[src/rtl/sup_pkg.sv]
// Purpose: Shared constants and types of the serial USART port.
// Assumes: One 100 MHz clock, clk_sys, and an active-low async reset.
// Notes: Times are kept in their own units, cycle counts derive here.
package sup_pkg;

  localparam int unsigned CLK_HZ = 100_000_000;
  localparam int unsigned ASYNC_MAX_BPS = 6_250_000;
  localparam int unsigned SYNC_MAX_BPS = 20_000_000;
  localparam int unsigned RTC_HZ = 32_768;
  localparam int unsigned RTC_MAX_BAUD = 9_600;
  // Least clk_sys cycles per bit at the top rates.
  localparam int unsigned ASYNC_MIN_CYC = CLK_HZ / ASYNC_MAX_BPS;
  localparam int unsigned SYNC_MIN_CYC = CLK_HZ / SYNC_MAX_BPS;

  localparam int DATA_W = 9;
  localparam int FRAME_W = 13;
  localparam int DIV_W = 16;

  localparam logic [3:0] OSR_MIN_M1 = 4'h4;
  localparam logic [3:0] DBITS_BASE = 4'h7;
  localparam logic [3:0] CNT_RST = 4'h0;
  localparam logic [15:0] DIV_RST = 16'h0000;
  localparam logic LINE_IDLE = 1'b1;

  localparam logic [1:0] DLEN_7 = 2'h0;
  localparam logic [1:0] DLEN_8 = 2'h1;
  localparam logic [1:0] DLEN_9 = 2'h2;
  localparam logic [1:0] PAR_NONE = 2'h0;
  localparam logic [1:0] PAR_EVEN = 2'h2;
  localparam logic [1:0] PAR_ODD = 2'h3;

  typedef struct packed {
    logic [1:0] dlen;
    logic stop2;
    logic [1:0] par;
    logic [3:0] osr;
    logic sync;
    logic master;
    logic smp_fall;
    logic cont_clk;
    logic loop;
    logic rtc_mode;
    logic hwfc;
    logic tx_dis;
    logic brk_tx;
    logic autobaud;
    logic rx_stat;
  } sup_cfg_t;

  typedef struct packed {
    logic rx_rdy;
    logic tx_rdy;
    logic rx_idle;
    logic brk_chg;
    logic frm_err;
    logic par_err;
    logic ovr;
    logic udr;
    logic cts_chg;
    logic noise;
  } sup_evt_t;

  typedef struct packed {
    logic noise;
    logic par_err;
    logic frm_err;
    logic [DATA_W-1:0] data;
  } sup_rxw_t;

  typedef enum logic {
    TX_IDLE = 1'b0,
    TX_SEND = 1'b1
  } sup_tx_st_t;

  typedef enum logic [1:0] {
    RX_IDLE = 2'b00,
    RX_BITS = 2'b01,
    RX_BRK = 2'b10
  } sup_rx_st_t;

  typedef enum logic [1:0] {
    AB_IDLE = 2'b00,
    AB_MEAS = 2'b01,
    AB_DONE = 2'b10
  } sup_ab_st_t;

endpackage

[src/rtl/sup_sync3.sv]
// Purpose: Three-stage input synchroniser with agreement filter.
// Assumes: Input is asynchronous to clk_sys.
// Notes: Output changes only when the second and third stages agree.
`timescale 1ns/10ps
module sup_sync3 #(
  parameter logic RST_VAL = 1'b0
) (
  // Clock and reset.
  input wire logic clk_sys,
  input wire logic rst_n,
  // Raw pin and settled level.
  input wire logic d,
  output logic q
);
  logic s1_reg;
  logic s2_reg;
  logic s3_reg;
  logic q_reg;

  always_ff @(posedge clk_sys or negedge rst_n) begin
    if (!rst_n) begin
      s1_reg <= RST_VAL;
      s2_reg <= RST_VAL;
      s3_reg <= RST_VAL;
      q_reg <= RST_VAL;
    end else begin
      s1_reg <= d;
      s2_reg <= s1_reg;
      s3_reg <= s2_reg;
      if (s2_reg == s3_reg) begin
        q_reg <= s3_reg;
      end
    end
  end

  assign q = q_reg;
endmodule

[src/rtl/sup_usart.sv]
// Purpose: Serial USART port, asynchronous and synchronous, with buffers.
// Assumes: frac_tick comes from the shared fractional divider.
// Notes: Configuration and status are plain ports; no register bus.
`timescale 1ns/10ps
module sup_usart (
  // Clock and reset.
  input wire logic clk_sys,
  input wire logic rst_n,
  // Configuration.
  input wire sup_pkg::sup_cfg_t cfg,
  input wire logic [15:0] baud_div,
  input wire logic frac_tick,
  input wire sup_pkg::sup_evt_t int_en,
  // Transmit buffer side.
  input wire logic [8:0] tx_data,
  input wire logic tx_valid,
  output logic tx_ready,
  // Receive buffer side.
  output sup_pkg::sup_rxw_t rx_word,
  output logic rx_valid,
  input wire logic rx_ready,
  // Status and events.
  output sup_pkg::sup_evt_t evt,
  output logic int_req,
  output logic tx_busy,
  output logic rx_busy,
  output logic brk_det,
  output logic cts_state,
  output logic ab_done,
  output logic [15:0] ab_div,
  output logic dma_tx_req,
  output logic dma_rx_req,
  output logic wake,
  // Serial pins.
  input wire logic rxd,
  output logic txd,
  input wire logic cts_n,
  output logic rts_n,
  output logic drv_en,
  input wire logic rtc_clk,
  input wire logic sclk_i,
  output logic sclk_o,
  output logic sclk_oe
);
  import sup_pkg::*;

  logic rxd_s, cts_s, sclk_s, rtc_s;
  logic txd_reg, rts_n_reg, rtc_prev_reg, sclk_prev_reg, sclk_reg;
  logic rx_line, cts_line, cts_prev_reg, cts_ok;
  logic src_tick, os_tick;
  logic [15:0] div_cnt_reg, div_eff;
  logic [3:0] osr, half, nd, nbits, ms_cnt_reg;
  logic m_run, m_sh, m_smp, sh_edge, smp_edge;
  sup_tx_st_t tx_st_reg;
  logic [8:0] tx_buf_reg;
  logic tx_full_reg, tx_go, tx_adv, udr;
  logic [FRAME_W-1:0] tx_sh_reg;
  logic [3:0] tx_left_reg, tx_os_reg;
  sup_rx_st_t rx_st_reg;
  logic [FRAME_W-1:0] rx_sh_reg, rx_frame;
  logic [3:0] rx_idx_reg, rx_os_reg, stop_idx;
  logic [2:0] votes_reg;
  logic rx_prev_reg, rx_noise_reg, rx_full_reg, brk_reg;
  logic rx_start, rx_done, rx_bit, vote_bad, rx_last, rx_brk;
  logic rx_store, rx_ovr, rx_pe, rx_fe;
  logic [8:0] rx_d;
  sup_rxw_t rx_word_reg;
  sup_ab_st_t ab_st_reg;
  logic [3:0] ab_sub_reg;
  logic [15:0] ab_cnt_reg, ab_div_reg;
  logic ab_valid_reg, ab_done_reg, ab_hold, wake_reg;
  sup_evt_t evt_reg;

  function automatic logic par_bit(input logic [8:0] d, input logic [3:0] n,
                                   input logic odd);
    logic p;
    p = odd;
    for (int i = 0; i < DATA_W; i++) begin
      if (4'(i) < n) begin
        p = p ^ d[i];
      end
    end
    return p;
  endfunction

  function automatic logic [FRAME_W-1:0] make_frame(input logic [8:0] d,
                                                    input logic [3:0] n,
                                                    input logic [1:0] par);
    logic [FRAME_W-1:0] f;
    f = '1;
    f[0] = 1'b0;
    for (int i = 0; i < DATA_W; i++) begin
      if (4'(i) < n) begin
        f[i + 1] = d[i];
      end
    end
    if (par[1]) begin
      f[n + 4'h1] = par_bit(d, n, par[0]);
    end
    return f;
  endfunction

  // Pin inputs pass the three-stage filter.
  sup_sync3 #(.RST_VAL(1'b1)) u_rxd (
    .clk_sys(clk_sys), .rst_n(rst_n), .d(rxd), .q(rxd_s));
  sup_sync3 #(.RST_VAL(1'b1)) u_cts (
    .clk_sys(clk_sys), .rst_n(rst_n), .d(cts_n), .q(cts_s));
  sup_sync3 #(.RST_VAL(1'b0)) u_sclk (
    .clk_sys(clk_sys), .rst_n(rst_n), .d(sclk_i), .q(sclk_s));
  sup_sync3 #(.RST_VAL(1'b0)) u_rtc (
    .clk_sys(clk_sys), .rst_n(rst_n), .d(rtc_clk), .q(rtc_s));

  // Frame geometry.
  assign nd = DBITS_BASE + (cfg.dlen[1] ? 4'h2 : {3'h0, cfg.dlen[0]});
  assign nbits = 4'h2 + nd + {3'h0, cfg.par[1]} + {3'h0, cfg.stop2};
  assign stop_idx = nd + 4'h1 + {3'h0, cfg.par[1]};
  assign osr = (cfg.osr < OSR_MIN_M1) ? OSR_MIN_M1 : cfg.osr;
  assign half = 4'((5'(osr) + 5'h01) >> 1);

  // Loopback feeds transmit data and RTS back internally.
  assign rx_line = cfg.loop ? txd_reg : rxd_s;
  assign cts_line = cfg.loop ? rts_n_reg : cts_s;
  assign cts_ok = !cfg.hwfc || !cts_line;

  // Baud generator, ticked by the shared divider or the RTC clock.
  assign src_tick = cfg.rtc_mode ? (rtc_s && !rtc_prev_reg) : frac_tick;
  assign div_eff = ab_valid_reg ? ab_div_reg : baud_div;
  assign os_tick = src_tick && (div_cnt_reg >= div_eff);

  always_ff @(posedge clk_sys or negedge rst_n) begin
    if (!rst_n) begin
      div_cnt_reg <= DIV_RST;
      rtc_prev_reg <= 1'b0;
    end else begin
      rtc_prev_reg <= rtc_s;
      if (os_tick) begin
        div_cnt_reg <= DIV_RST;
      end else if (src_tick) begin
        div_cnt_reg <= div_cnt_reg + 16'h0001;
      end
    end
  end

  // Synchronous bit clock: master divides os ticks, slave follows sclk.
  assign m_run = cfg.sync && cfg.master &&
                 (tx_st_reg == TX_SEND || cfg.cont_clk);
  assign m_sh = m_run && os_tick && (ms_cnt_reg == CNT_RST);
  assign m_smp = m_run && os_tick && (ms_cnt_reg == half);
  assign sh_edge = cfg.sync && (cfg.master ? m_sh :
      (sclk_s != sclk_prev_reg) && (sclk_s == cfg.smp_fall));
  assign smp_edge = cfg.sync && (cfg.master ? m_smp :
      (sclk_s != sclk_prev_reg) && (sclk_s != cfg.smp_fall));

  // The master bit spans at least SYNC_MIN_CYC clk_sys cycles.
  always_ff @(posedge clk_sys or negedge rst_n) begin
    if (!rst_n) begin
      ms_cnt_reg <= CNT_RST;
      sclk_reg <= 1'b0;
      sclk_prev_reg <= 1'b0;
    end else begin
      sclk_prev_reg <= sclk_s;
      if (!m_run) begin
        ms_cnt_reg <= CNT_RST;
      end else if (os_tick) begin
        ms_cnt_reg <= (ms_cnt_reg >= osr) ? CNT_RST : ms_cnt_reg + 4'h1;
      end
      if (m_sh) begin
        sclk_reg <= cfg.smp_fall;
      end else if (m_smp) begin
        sclk_reg <= !cfg.smp_fall;
      end
    end
  end

  // Transmitter with one holding buffer.
  assign tx_ready = !tx_full_reg;
  assign tx_go = tx_st_reg == TX_IDLE && tx_full_reg && !cfg.tx_dis &&
                 cts_ok && !cfg.brk_tx;
  assign tx_adv = cfg.sync ? sh_edge :
                  (os_tick && tx_os_reg >= osr);
  assign udr = cfg.sync && !cfg.master && sh_edge &&
               tx_st_reg == TX_IDLE && !tx_full_reg;

  always_ff @(posedge clk_sys or negedge rst_n) begin
    if (!rst_n) begin
      tx_buf_reg <= '0;
      tx_full_reg <= 1'b0;
    end else if (tx_valid && !tx_full_reg) begin
      tx_buf_reg <= tx_data;
      tx_full_reg <= 1'b1;
    end else if (tx_go) begin
      tx_full_reg <= 1'b0;
    end
  end

  always_ff @(posedge clk_sys or negedge rst_n) begin
    if (!rst_n) begin
      tx_st_reg <= TX_IDLE;
      tx_sh_reg <= '1;
      tx_left_reg <= CNT_RST;
      tx_os_reg <= CNT_RST;
    end else begin
      case (tx_st_reg)
        TX_IDLE: begin
          if (tx_go) begin
            tx_sh_reg <= make_frame(tx_buf_reg, nd, cfg.par);
            tx_left_reg <= nbits;
            tx_os_reg <= CNT_RST;
            tx_st_reg <= TX_SEND;
          end
        end
        TX_SEND: begin
          if (os_tick) begin
            tx_os_reg <= (tx_os_reg >= osr) ? CNT_RST : tx_os_reg + 4'h1;
          end
          if (tx_adv) begin
            tx_sh_reg <= {1'b1, tx_sh_reg[FRAME_W-1:1]};
            tx_left_reg <= tx_left_reg - 4'h1;
            if (tx_left_reg == 4'h1) begin
              tx_st_reg <= TX_IDLE;
            end
          end
        end
        default: begin
          tx_st_reg <= TX_IDLE;
        end
      endcase
    end
  end

  // Line outputs: break forces low, the idle line stays high.
  always_ff @(posedge clk_sys or negedge rst_n) begin
    if (!rst_n) begin
      txd_reg <= LINE_IDLE;
      rts_n_reg <= 1'b1;
    end else begin
      if (cfg.brk_tx) begin
        txd_reg <= 1'b0;
      end else begin
        txd_reg <= (tx_st_reg == TX_SEND) ? tx_sh_reg[0] : LINE_IDLE;
      end
      rts_n_reg <= cfg.hwfc ? rx_full_reg : 1'b0;
    end
  end

  // Receiver bit decision.
  assign ab_hold = cfg.autobaud && !ab_valid_reg;
  assign rx_start = rx_st_reg == RX_IDLE && !ab_hold &&
      (cfg.sync ? (smp_edge && !rx_line) : (rx_prev_reg && !rx_line));
  assign rx_bit = cfg.sync ? rx_line :
      ((votes_reg[0] & votes_reg[1]) | (votes_reg[0] & votes_reg[2]) |
       (votes_reg[1] & votes_reg[2]));
  assign vote_bad = !cfg.sync && (votes_reg != 3'h0) &&
                    (votes_reg != 3'h7);
  assign rx_done = rx_st_reg == RX_BITS &&
      (cfg.sync ? smp_edge : (os_tick && rx_os_reg >= osr));
  assign rx_last = rx_idx_reg == nbits - 4'h1;

  always_comb begin
    rx_frame = rx_sh_reg;
    rx_frame[rx_idx_reg] = rx_bit;
    rx_d = '0;
    for (int i = 0; i < DATA_W; i++) begin
      if (4'(i) < nd) begin
        rx_d[i] = rx_frame[i + 1];
      end
    end
    rx_brk = 1'b1;
    for (int i = 0; i < FRAME_W; i++) begin
      if (4'(i) < nbits && rx_frame[i]) begin
        rx_brk = 1'b0;
      end
    end
  end

  assign rx_pe = cfg.par[1] &&
      (rx_frame[nd + 4'h1] != par_bit(rx_d, nd, cfg.par[0]));
  assign rx_fe = !rx_frame[stop_idx] ||
      (cfg.stop2 && !rx_frame[stop_idx + 4'h1]);
  assign rx_store = rx_done && rx_last && !rx_brk && !rx_ovr;
  assign rx_ovr = rx_done && rx_last && !rx_brk &&
                  rx_full_reg && !rx_ready;

  always_ff @(posedge clk_sys or negedge rst_n) begin
    if (!rst_n) begin
      rx_st_reg <= RX_IDLE;
      rx_sh_reg <= '1;
      rx_idx_reg <= CNT_RST;
      rx_os_reg <= CNT_RST;
      votes_reg <= 3'h7;
      rx_prev_reg <= LINE_IDLE;
      rx_noise_reg <= 1'b0;
      brk_reg <= 1'b0;
    end else begin
      rx_prev_reg <= rx_line;
      case (rx_st_reg)
        RX_IDLE: begin
          if (rx_start) begin
            rx_st_reg <= RX_BITS;
            rx_os_reg <= CNT_RST;
            rx_noise_reg <= 1'b0;
            rx_sh_reg <= '1;
            rx_idx_reg <= cfg.sync ? 4'h1 : CNT_RST;
            rx_sh_reg[0] <= 1'b0;
          end
        end
        RX_BITS: begin
          if (os_tick) begin
            rx_os_reg <= (rx_os_reg >= osr) ? CNT_RST : rx_os_reg + 4'h1;
            if (rx_os_reg + 4'h1 >= half && rx_os_reg <= half + 4'h1) begin
              votes_reg <= {votes_reg[1:0], rx_line};
            end
          end
          if (rx_done) begin
            rx_sh_reg <= rx_frame;
            rx_idx_reg <= rx_idx_reg + 4'h1;
            rx_noise_reg <= rx_noise_reg | vote_bad;
            if (rx_idx_reg == CNT_RST && rx_bit) begin
              rx_st_reg <= RX_IDLE;
            end else if (rx_last && rx_brk) begin
              brk_reg <= 1'b1;
              rx_st_reg <= RX_BRK;
            end else if (rx_last) begin
              rx_st_reg <= RX_IDLE;
            end
          end
        end
        RX_BRK: begin
          if (rx_line) begin
            brk_reg <= 1'b0;
            rx_st_reg <= RX_IDLE;
          end
        end
        default: begin
          rx_st_reg <= RX_IDLE;
        end
      endcase
    end
  end

  // Receive buffer; a new character wins over a same-cycle read.
  always_ff @(posedge clk_sys or negedge rst_n) begin
    if (!rst_n) begin
      rx_full_reg <= 1'b0;
      rx_word_reg <= '0;
    end else if (rx_store) begin
      rx_full_reg <= 1'b1;
      rx_word_reg.data <= rx_d;
      rx_word_reg.noise <= cfg.rx_stat && (rx_noise_reg || vote_bad);
      rx_word_reg.par_err <= cfg.rx_stat && rx_pe;
      rx_word_reg.frm_err <= cfg.rx_stat && rx_fe;
    end else if (rx_ready) begin
      rx_full_reg <= 1'b0;
    end
  end

  // Autobaud: count start-bit length in oversample units.
  always_ff @(posedge clk_sys or negedge rst_n) begin
    if (!rst_n) begin
      ab_st_reg <= AB_IDLE;
      ab_sub_reg <= CNT_RST;
      ab_cnt_reg <= DIV_RST;
      ab_div_reg <= DIV_RST;
      ab_valid_reg <= 1'b0;
      ab_done_reg <= 1'b0;
    end else begin
      ab_done_reg <= 1'b0;
      case (ab_st_reg)
        AB_IDLE: begin
          if (ab_hold && rx_prev_reg && !rx_line) begin
            ab_st_reg <= AB_MEAS;
            ab_sub_reg <= CNT_RST;
            ab_cnt_reg <= DIV_RST;
          end
        end
        AB_MEAS: begin
          if (src_tick) begin
            ab_sub_reg <= (ab_sub_reg >= osr) ? CNT_RST : ab_sub_reg + 4'h1;
            if (ab_sub_reg >= osr && ab_cnt_reg != 16'hffff) begin
              ab_cnt_reg <= ab_cnt_reg + 16'h0001;
            end
          end
          if (rx_line) begin
            ab_div_reg <= (ab_cnt_reg == DIV_RST) ? DIV_RST :
                          ab_cnt_reg - 16'h0001;
            ab_valid_reg <= 1'b1;
            ab_done_reg <= 1'b1;
            ab_st_reg <= AB_DONE;
          end
        end
        AB_DONE: begin
          if (!cfg.autobaud) begin
            ab_valid_reg <= 1'b0;
            ab_st_reg <= AB_IDLE;
          end
        end
        default: begin
          ab_st_reg <= AB_IDLE;
        end
      endcase
    end
  end

  // Events, wake-up and flow-control change detection.
  always_ff @(posedge clk_sys or negedge rst_n) begin
    if (!rst_n) begin
      evt_reg <= '0;
      cts_prev_reg <= 1'b1;
      wake_reg <= 1'b0;
    end else begin
      cts_prev_reg <= cts_line;
      evt_reg.rx_rdy <= rx_store;
      evt_reg.tx_rdy <= tx_go;
      evt_reg.rx_idle <= rx_done && rx_last;
      evt_reg.brk_chg <= (rx_done && rx_last && rx_brk) ||
                         (rx_st_reg == RX_BRK && rx_line);
      evt_reg.frm_err <= rx_done && rx_last && !rx_brk && rx_fe;
      evt_reg.par_err <= rx_done && rx_last && !rx_brk && rx_pe;
      evt_reg.ovr <= rx_ovr;
      evt_reg.udr <= udr;
      evt_reg.cts_chg <= cts_line != cts_prev_reg;
      evt_reg.noise <= rx_done && vote_bad;
      wake_reg <= (cfg.rtc_mode && rx_store) ||
                  (cfg.sync && !cfg.master && rx_done && rx_last);
    end
  end

  assign evt = evt_reg;
  assign int_req = |(evt_reg & int_en);
  assign rx_word = rx_word_reg;
  assign rx_valid = rx_full_reg;
  assign tx_busy = tx_st_reg == TX_SEND;
  assign rx_busy = rx_st_reg != RX_IDLE;
  assign brk_det = brk_reg;
  assign cts_state = !cts_line;
  assign ab_done = ab_done_reg;
  assign ab_div = ab_div_reg;
  assign dma_tx_req = !tx_full_reg;
  assign dma_rx_req = rx_full_reg;
  assign wake = wake_reg;
  assign txd = txd_reg;
  assign rts_n = rts_n_reg;
  assign drv_en = tx_st_reg == TX_SEND;
  assign sclk_o = sclk_reg;
  assign sclk_oe = cfg.sync && cfg.master;
endmodule

[config.mk]
export PLATFORM = sky130hd
export DESIGN_NAME = sup_usart
export DESIGN_NICKNAME = d
export VERILOG_FILES = /design/src/rtl/sup_pkg.sv /design/src/rtl/sup_sync3.sv /design/src/rtl/sup_usart.sv
export SDC_FILE = /design/constraint.sdc
export NUM_CORES = 1
export LEC_CHECK = 0
export BUFFER_PORTS_ARGS = -buffer_cell sky130_fd_sc_hd__buf_2
export CORE_MARGIN = 2
export CORE_UTILIZATION = 55
export CTS_BUF_LIST = sky130_fd_sc_hd__clkbuf_8
export DETAILED_ROUTE_END_ITERATION = 10
export GPL_ROUTABILITY_DRIVEN = 0
export PLACE_DENSITY_LB_ADDON = 0.15
export SLEW_MARGIN = 10
export SYNTH_ARGS = -nofsm -noshare
export SYNTH_HDL_FRONTEND = slang
export SYNTH_SLANG_ARGS = --single-unit
[constraint.sdc]
create_clock -name clk_sys -period 4.9 [get_ports clk_sys]
set_input_delay 0 -clock clk_sys [delete_from_list [all_inputs] [get_ports clk_sys]]
set_output_delay 0 -clock clk_sys [all_outputs]
set_load 0.005 [all_outputs]
After elaboration in Yosys (flattened, before gate mapping) --
Cells that the tools add are included.
Storage, ports and cells: register bits after elaboration 167, input port bits 64, output and inout bits 54, word-level logic and storage cells 486
Cells by class: $add $sub $neg 19, $lt $le $gt $ge 36, equal/unequal tests 34, mux-type cells 191, bitwise operators 26, reduce and logical (&&, ||, !) cells 120
Operators by type and width (count):
- $mux 1 | 131
- $mux 16 | 7
- $logic_and 1x1->1 | 69
- $mux 4 | 17
- $mux 13 | 5
- $pmux 13 s2 | 2
- $pmux 4 s2 | 5
- $add 16x1->16 const B | 2
- $add 4x1->4 const B | 8
- $lt 3x4->1 const A | 8
- $pmux 16 s2 | 1
- $bwmux 13 | 2
- $ne 2x2->1 const B | 13
- $lt 4x4->1 const A | 6
- $ge 4x4->1 | 5
- $lt 4x5->1 const B | 4
- $mux 2 | 10
- $reduce_and 3->1 | 6
- $reduce_bool 2->1 | 9
- $xor 1x1->1 | 18
- $logic_not 1->1 | 17
- $ge 16x16->1 | 1
- $logic_not 16->1 | 1
- $lt 1x4->1 const A | 4
- other kinds (36) | 75

Depth between registers and ports, before layout --
Gate-level depths: netlist of the first run.
word-level depth 51, depth in mapped cells 16

Hierarchy --
From an unflattened synthesis of the first run, not the netlist that was laid out.
Second synthesis, totals: cell total of the unflattened synthesis 1047, area total of the unflattened synthesis 10138.5 um2
By module, submodules not included:
- sup_usart | times used 1, cells each 1027, area an instance 9683.0 um2
- sup_sync3 at u_cts ... | times used 2, cells each 5, area an instance 116.4 um2
- sup_sync3 at u_rtc ... | times used 2, cells each 5, area an instance 111.4 um2

Worst setup path after synthesis of the first run --
No wires, ideal clock.
path type flip-flop to flip-flop, start point register ab_valid_reg, end point register rx_word_reg, in the netlist rx_word[10], library setup time 0.125 ns, arrival 3.796 ns, data required time 4.775 ns, path slack 0.979 ns, stages on the path, launching flop included 16, buffers on the path 4, clock period less this slack 3.921 ns, path through dfrtp_1 clkbuf_1 buf_1 mux2i_1 ha_1 a211o_1 a21oi_1 o21ai_0 a41oi_1 o31ai_1 clkbuf_1 a31oi_1 nor3_2 and4bb_4 buf_6 mux2_4
On the way: longest elaborated chain between the ends 15, elaborated cells on any way between the ends 16, classes of those cells 1 x order compare; 3 x mux; 12 x reduce/logical
RTL lines:
- start: declaration | line sup_usart.sv:71 | logic ab_valid_reg, ab_done_reg, ab_hold, wake_reg;
- start signal: assignment | line sup_usart.sv:364 | ab_valid_reg <= 1'b0;
- start signal: assignment | line sup_usart.sv:386 | ab_valid_reg <= 1'b1;
- start signal: assignment | line sup_usart.sv:393 | ab_valid_reg <= 1'b0;
- $mux 16 * | line sup_usart.sv:127 | assign div_eff = ab_valid_reg ? ab_div_reg : baud_div;
- $ge 16x16->1 * | line sup_usart.sv:128 | assign os_tick = src_tick && (div_cnt_reg >= div_eff);
- $logic_and 1x1->1 * | line sup_usart.sv:128
- $logic_and 1x1->1 (2 in series) | line sup_usart.sv:148 | assign m_smp = m_run && os_tick && (ms_cnt_reg == half);
- $mux 1 | line sup_usart.sv:151 | assign smp_edge = cfg.sync && (cfg.master ? m_smp :
- $logic_and 1x1->1 | line sup_usart.sv:151
- $mux 1 * | line sup_usart.sv:256 | (cfg.sync ? smp_edge : (os_tick && rx_os_reg >= osr));
- $logic_and 1x1->1 * | line sup_usart.sv:255 | assign rx_done = rx_st_reg == RX_BITS &&
- $logic_and 1x1->1 * (2 in series) | line sup_usart.sv:280, sup_usart.sv:281
- $logic_and 1x1->1 | line sup_usart.sv:281 | assign rx_ovr = rx_done && rx_last && !rx_brk &&
- $logic_and 1x1->1 | line sup_usart.sv:282 | rx_full_reg && !rx_ready;
- $logic_not 1->1 | line sup_usart.sv:280 | assign rx_store = rx_done && rx_last && !rx_brk && !rx_ovr;
- $logic_and 1x1->1 * | line sup_usart.sv:280
- end: declaration | line sup_usart.sv:67 | sup_rxw_t rx_word_reg;
Every way passes the cells marked *; elsewhere a longest branch is shown, timed or not. A chain may end at the register's enable or synchronous reset.

Worst setup path in the final report of the first run --
start point register ab_valid_reg, end point register wake_reg (netlist: wake)
On the way: longest elaborated chain between the ends 17, elaborated cells on any way between the ends 20, classes of those cells 1 x order compare; 3 x mux; 16 x reduce/logical
RTL lines:
- $mux 16 * | line sup_usart.sv:127
- $ge 16x16->1 * | line sup_usart.sv:128
- $logic_and 1x1->1 * | line sup_usart.sv:128
- $logic_and 1x1->1 (2 in series) | line sup_usart.sv:148
- $mux 1 | line sup_usart.sv:151
- $logic_and 1x1->1 | line sup_usart.sv:151
- $mux 1 * | line sup_usart.sv:256
- $logic_and 1x1->1 * | line sup_usart.sv:255
- $logic_and 1x1->1 * (2 in series) | line sup_usart.sv:280, sup_usart.sv:281
- $logic_and 1x1->1 | line sup_usart.sv:281
- $logic_and 1x1->1 | line sup_usart.sv:282
- $logic_not 1->1 | line sup_usart.sv:280
- $logic_and 1x1->1 * | line sup_usart.sv:280
- net rx_store | line sup_usart.sv:65 | logic rx_store, rx_ovr, rx_pe, rx_fe;
- $logic_and 1x1->1 * | line sup_usart.sv:423 | wake_reg <= (cfg.rtc_mode && rx_store) ||
- $logic_or 1x1->1 * | line sup_usart.sv:423
- end signal: assignment | line sup_usart.sv:423
- end: declaration | line sup_usart.sv:71
The timed path passes the listed nets; every way through them passes the cells marked *.

==> results of run 1 <==
[cell families after synthesis]
family                     Yosys count
DFF                                167
and+or+nand+nor                    320
buffers and inverters              109
muxes                               77
AOI/OAI and AO/OA                  213
xor gates and xnor gates            72
adders and majority gates           70
[path summary, 6_finish.rpt]
path	endpoint	slack (ns)
worst max-delay path	wake$_DFF_PN0_	0.65
worst min-delay path	rx_idx_reg[0]$_DFFE_PN0P_	0.03
worst max register to register	wake$_DFF_PN0_	0.65
worst min register to register	u_sclk.s2_reg$_DFF_PN0_	0.35
max in group asynchronous	ab_st_reg[1]$_DFFE_PN0P_	3.60
min in group asynchronous	rx_word[3]$_DFFE_PN0P_	0.07
[repair_timing]
action / CTS / global route
hold buffers: 26 / 0
endpoints found under the hold margin: 98 / 0
endpoints found under the setup margin: 0 / 0
buffers inserted: 0 / 0
[per-stage QoR]
step	utilization	std cells	power, mW	area, sq um
2_1_floorplan	-	1028	4.12	10200
3_3_place_gp	0.605	1341	4.80	10900
3_5_place_dp	0.605	1341	4.87	10900
4_1_cts	0.642	1399	5.90	11600
5_1_grt	0.642	1399	6.34	11600
6_report	0.642	1399	5.89	11600
[area by class of cell]
cell class	count	area share
clock inverters	14	0.0130
repair buffers	155	0.0812
well taps	229	0.0247
multi-input cells	752	0.475
flip-flops and latches	167	0.364
clock buffers	18	0.0213
inverters	64	0.0208
[metal layers]
layer	share of wire	GRT usage	wire [microns]	vias up
met5	0	0	0	-
met4	0.011	0.0611	256	0
met3	0.049	0.0407	1170	20
met2	0.45	0.383	10700	218
met1	0.49	0.376	11500	3845
li1	-	-	-	3913
[power by group]
group | internal (mW) | total (mW) | leakage (nW) | switching [mW]
Combinational | 1.24 | 2.69 | 3.31 | 1.46
Clock | 0.470 | 0.997 | 0.193 | 0.527
Sequential | 1.81 | 2.20 | 2.05 | 0.387
Total | 3.52 | 5.89 | 5.56 | 2.37
[cell usage after synthesis, types with 32 or more instances]
| cell type | number |
|---|---|
| sky130_fd_sc_hd__a21oi_1 | 37 |
| sky130_fd_sc_hd__dfrtp_1 | 126 |
| sky130_fd_sc_hd__dfstp_2 | 41 |
| sky130_fd_sc_hd__ha_1 | 65 |
| sky130_fd_sc_hd__inv_1 | 63 |
| sky130_fd_sc_hd__mux2i_1 | 37 |
| sky130_fd_sc_hd__nand2_1 | 87 |
| sky130_fd_sc_hd__nor2_1 | 71 |
| sky130_fd_sc_hd__o21ai_0 | 68 |
| sky130_fd_sc_hd__xnor2_1 | 36 |
| sky130_fd_sc_hd__xor2_1 | 32 |
==> impl_metrics.env, run 1 <==
export IMPL_worst_clock_skew_ns=0.0141
export IMPL_synthDominantCellAreaShare=0.309
export IMPL_share_of_synthesized_cell_area_in_full_adder_half_adder_and_majority_cells=0.0857
export IMPL_floorplan_core_area_sq_um=18100
export IMPL_worst_hold_slack_ns=0.0323
export IMPL_cp_num_buf_inv=3
export IMPL_grtUsageTotal=0.250
export IMPL_overflow=0
export IMPL_antenna_cells=0
export IMPL_cts_max_level=4
export IMPL_cp_arrival_ns=4.65
export IMPL_fin_setup_tns_ns=0
export IMPL_synth_compound_area_frac=0.137
export IMPL_layout_setup_ws_ns=0.646
export IMPL_finalHoldViolCount=0
export IMPL_synthXorXnorAreaFrac=0.0672
export IMPL_post_cts_repair_resize_count=0
export IMPL_min_clock_period_post_route_ns=4.25
export IMPL_grt_first_pass_wirelength_microns=39300
export IMPL_die_h_microns=140
export IMPL_cp_slowest_stage_delay_ns=0.55
export IMPL_path_delay_family="buffers and inverters"
export IMPL_hold_path_startpoint="cfg[10]"
export IMPL_multi_input_comb_area_sq_um=5510
export IMPL_dp_final_hpwl_microns=17300
export IMPL_syn_area_sq_um=10200
export IMPL_setup_repair_after_global_routing_missed_its_margin="no"
export IMPL_final_setup_viol_count=0
export IMPL_final_antenna_net_count=0
export IMPL_min_path_type="in2reg"
export IMPL_grt_antenna_before_repair=0
export IMPL_vias_per_cell=5.72
export IMPL_violations="DRC"
export IMPL_synth_cell_types=81
export IMPL_most_common_layout_cells="sky130_fd_sc_hd__dfrtp_1, sky130_fd_sc_hd__buf_2, sky130_fd_sc_hd__nand2_1"
export IMPL_place_worst_setup_slack_ns=0.962
export IMPL_cts_buffer_depth=2
export IMPL_largest_family_of_logic_cells_by_synthesized_area="simple AND/OR/NAND/NOR gates"
export IMPL_most_common_cell_after_layout_fill_and_taps_aside="sky130_fd_sc_hd__dfrtp_1"
export IMPL_share_of_synthesized_cell_area_in_and_or_nand_and_nor_gates=0.158
export IMPL_yosys_mux_area_fraction=0.0925
export IMPL_routedWlPerCell_microns=16.9
export IMPL_worst_endpoint_required_ns=5.30
export IMPL_num_fill_cells=1518
export IMPL_cell_depth_of_the_worst_flop_to_flop_path=14
export IMPL_start_point_of_the_critical_path="ab_valid_reg$_DFFE_PN0P_"
export IMPL_fmax_ghz=0.235
export IMPL_pin_count=118
export IMPL_timing_max_slew_rel_slack=0.477
export IMPL_number_of_rows_in_the_core_area=49
export IMPL_fraction_of_layout_cells_with_a_size_suffix_above_1=0.221
export IMPL_timing_worst_slew_pin_value_ns=0.782
export IMPL_die_area_sq_um=19600
export IMPL_cp_common_cell="sky130_fd_sc_hd__buf_4"
export IMPL_number_of_enable_flip_flop_cells_after_synthesis=0
export IMPL_synth_yosys_seq_area_share=0.415
export IMPL_largest_net_degree_at_the_start_of_global_routing=70
export IMPL_critical_path_endpoint_type="flip-flop"
export IMPL_ys_async_sr_fraction=1.00
export IMPL_cp_depth=14
export IMPL_synth_cells=1028
export IMPL_cell_type_of_the_slowest_stage_on_the_worst_timing_path="sky130_fd_sc_hd__nor3_1"
export IMPL_routed_via_count=7996
export IMPL_startpoint_type="flip-flop"
export IMPL_ctsRootBufferMaster="sky130_fd_sc_hd__clkbuf_8"
export IMPL_avgSynthCellArea_sq_um=9.91
export IMPL_floorplan_initialDensity=0.563
export IMPL_clock_sinks=167
export IMPL_synth_net_count=1158
export IMPL_power_per_cell_area_nw_per_um2=507
export IMPL_clk_latency_ns=0.46
export IMPL_post_synth_top_area_cell="sky130_fd_sc_hd__dfrtp_1"
export IMPL_ys_top_cells_by_area="sky130_fd_sc_hd__dfrtp_1, sky130_fd_sc_hd__dfstp_2, sky130_fd_sc_hd__ha_1"
export IMPL_drcViolationCount=10
export IMPL_final_critical_path_share_of_the_clock_period=0.868
export IMPL_cts_tree="yes"
export IMPL_yosys_warnings=0
export IMPL_slew_viol_final=0
export IMPL_maxCapViolCount=0
export IMPL_die_w_microns=140
export IMPL_path_max_fanout=12
export IMPL_synth_seq_cells=167
export IMPL_clk_transition_reported_paths_ns=0.09
export IMPL_worst_hold_path_num_cells=2
export IMPL_detail_route_first_pass_iterations=10
export IMPL_peakVddDrop_mv=0.262
export IMPL_regArea_sq_um=4230
export IMPL_final_net_count=1287
export IMPL_worstPathCellList="buf_4 -> mux2_2 -> ha_1 -> nand2b_1 -> a21oi_1 -> o21ai_0 -> a41oi_1 -> o31ai_1 -> buf_4 -> a31oi_1 -> nor3_1 -> nor3b_1 -> a22o_1 -> dlygate4sd3_1"
export IMPL_drtIter0Drc=532
export IMPL_crit_reg2reg_launch="ab_valid_reg$_DFFE_PN0P_"
export IMPL_outcome="finished, violations left"
export IMPL_via_count_of_the_first_global_routing_pass=7590
export IMPL_tritoncts_buffer_count=17
export IMPL_ys_flop_type="sky130_fd_sc_hd__dfrtp_1"
export IMPL_route_final_wire_length_microns=23600
export IMPL_p_leak_nw=5.56
export IMPL_io_buffer_count=117
export IMPL_area_growth_pct=13.9
export IMPL_crit_path_class="reg2reg"
(Power assumes the default switching activity.)
==> run 2, diff against run 1 <==
==> constraint.sdc (replaced) <==
create_clock -name clk_sys -period 5 [get_ports clk_sys]
set_input_delay 0 -clock clk_sys [delete_from_list [all_inputs] [get_ports clk_sys]]
set_output_delay 0 -clock clk_sys [all_outputs]
set_load 0.005 [all_outputs]
==> impl_metrics.env, run 2 (synthesis gave the netlist of run 1 again) <==
export IMPL_outcome="finished, violations left"
export IMPL_violations="DRC"
export IMPL_slew_viol_final=0
export IMPL_switching_power_mw=2.34
export IMPL_critical_path_endpoint_type="flip-flop"
export IMPL_min_clock_period_post_route_ns=4.16
export IMPL_cts_max_level=4
export IMPL_routedWlPerCell_microns=16.9
export IMPL_fraction_of_layout_cells_with_a_size_suffix_above_1=0.220
export IMPL_final_net_count=1285
export IMPL_cts_hold_fix_buffers=26
export IMPL_min_path_type="in2reg"
export IMPL_clk_latency_ns=0.46
export IMPL_grtUsageTotal=0.249
export IMPL_clock_power_share=0.173
export IMPL_p_leak_nw=5.56
export IMPL_post_cts_repair_resize_count=0
export IMPL_sequentialPowerShare=0.372
export IMPL_route_final_wire_length_microns=23600
export IMPL_die_area_sq_um=19600
export IMPL_die_h_microns=140
export IMPL_dp_final_hpwl_microns=17200
export IMPL_cts_buffer_depth=2
export IMPL_number_of_rows_in_the_core_area=49
export IMPL_layout_setup_ws_ns=0.839
export IMPL_drtIter0Drc=485
export IMPL_pin_count=118
export IMPL_grt_first_pass_wirelength_microns=39400
export IMPL_hold_path_startpoint="cfg[10]"
export IMPL_num_fill_cells=1530
export IMPL_timing_worst_slew_pin_value_ns=1.17
export IMPL_dpl_instance_area_sq_um=10900
export IMPL_finalHoldViolCount=0
export IMPL_timing_max_slew_rel_slack=0.218
export IMPL_worst_hold_slack_ns=0.0364
export IMPL_crit_reg2reg_launch="ab_valid_reg$_DFFE_PN0P_"
export IMPL_cts_setup_buffers=0
export IMPL_via_count_of_the_first_global_routing_pass=7757
export IMPL_fmax_ghz=0.240
export IMPL_path_max_fanout=12
export IMPL_placed_cells=1339
export IMPL_power_per_cell_area_nw_per_um2=499
export IMPL_ctsRootBufferMaster="sky130_fd_sc_hd__clkbuf_8"
export IMPL_area_growth_pct=13.9
export IMPL_setup_repair_after_global_routing_missed_its_margin="no"
export IMPL_crit_path_class="reg2reg"
export IMPL_most_common_layout_cells="sky130_fd_sc_hd__dfrtp_1, sky130_fd_sc_hd__buf_2, sky130_fd_sc_hd__nand2_1"
export IMPL_internal_power_mw=3.46
export IMPL_grt_antenna_before_repair=0
export IMPL_cp_arrival_ns=4.56
export IMPL_clock_sinks=167
export IMPL_antenna_cells=0
export IMPL_maxCapViolCount=0
export IMPL_fin_util=0.642
export IMPL_routed_via_count=7960
export IMPL_post_layout_nonfiller_instances=1397
export IMPL_totalPowerFinal_mw=5.79
export IMPL_drcViolationCount=10
export IMPL_place_worst_setup_slack_ns=1.10
export IMPL_worst_clock_skew_ns=0.0169
export IMPL_vias_per_cell=5.70
export IMPL_startpoint_type="flip-flop"
export IMPL_tritoncts_buffer_count=17
export IMPL_cts_tree="yes"
export IMPL_start_point_of_the_critical_path="ab_valid_reg$_DFFE_PN0P_"
export IMPL_regArea_sq_um=4230
export IMPL_final_cell_area_sq_um=11600
export IMPL_multi_input_comb_area_sq_um=5510
export IMPL_clk_transition_reported_paths_ns=0.09
export IMPL_final_antenna_net_count=0
export IMPL_largest_net_degree_at_the_start_of_global_routing=116
export IMPL_detail_route_first_pass_iterations=11
export IMPL_peakVddDrop_mv=0.265
export IMPL_floorplan_initialDensity=0.563
export IMPL_comb_power_share=0.454
export IMPL_fin_setup_tns_ns=0
export IMPL_most_common_cell_after_layout_fill_and_taps_aside="sky130_fd_sc_hd__dfrtp_1"
export IMPL_io_buffer_count=117
export IMPL_netSwitchingFraction=0.404
export IMPL_overflow=0
export IMPL_final_setup_viol_count=0
export IMPL_final_critical_path_share_of_the_clock_period=0.832
export IMPL_die_w_microns=140
export IMPL_worst_endpoint_required_ns=5.40
export IMPL_floorplan_core_area_sq_um=18100
[run 2: cell types whose count changed in the layout (fill, tap and decap cells not counted), sizes merged]
| cell | before | now |
|---|---|---|
| clkinvlp | 4 | 1 |
| inv | 67 | 70 |
| buf | 129 | 127 |
[run 2: cell type report]
type                            instances  area share
Multi-Input combinational cell        752       0.475
Sequential cell                       167       0.365
Timing Repair Buffer                  153      0.0799
Tap cell                              229      0.0247
Clock buffer                           18      0.0214
Inverter                               64      0.0208
Clock inverter                         14      0.0139
[run 2: path summary, 6_finish.rpt]
path	endpoint	slack, ns	cells past startpoint
worst max-delay path	wake$_DFF_PN0_	0.84	14
worst min-delay path	rx_idx_reg[0]$_DFFE_PN0P_	0.04	2
worst max register to register	wake$_DFF_PN0_	0.84	14
worst min register to register	u_sclk.s2_reg$_DFF_PN0_	0.35	0
max in group asynchronous	tx_os_reg[3]$_DFFE_PN0P_	3.52	3
min in group asynchronous	rx_word[3]$_DFFE_PN0P_	0.21	2
[run 2: worst max-delay path, cell delays in order (launching register included)]
cell and delay, ns:
sky130_fd_sc_hd__dfrtp_1 0.54, sky130_fd_sc_hd__buf_4 0.29, sky130_fd_sc_hd__mux2_2 0.36, sky130_fd_sc_hd__ha_1 0.26, sky130_fd_sc_hd__nand2b_1 0.09, sky130_fd_sc_hd__a21oi_1 0.06
sky130_fd_sc_hd__o21ai_0 0.15, sky130_fd_sc_hd__a41oi_1 0.13, sky130_fd_sc_hd__o31ai_1 0.22, sky130_fd_sc_hd__buf_4 0.23, sky130_fd_sc_hd__a31oi_1 0.19, sky130_fd_sc_hd__nor3_1 0.56
sky130_fd_sc_hd__nor3b_1 0.31, sky130_fd_sc_hd__a22o_1 0.17, sky130_fd_sc_hd__dlygate4sd3_1 0.54
[run 2: power groups by stage]
| stage | sequential, mW | combinational, mW | clock (mW) |
|---|---|---|---|
| after CTS | 2.15 | 2.63 | 1.03 |
| after floorplan | 2.05 | 1.99 | 0 |
| after global routing | 2.21 | 2.94 | 1.09 |
| final | 2.16 | 2.63 | 1.00 |
| after global placement | 2.16 | 2.54 | 0 |
| after detailed placement | 2.17 | 2.60 | 0 |
[run 2: routing by layer]
metal  routed length [microns]  vias up  global-route usage
met1                     11500     3804               0.373
li1                          -     3897                   -
met5                         0        -                   0
met3                      1210       30              0.0431
met4                       323        0              0.0712
met2                     10500      229               0.374
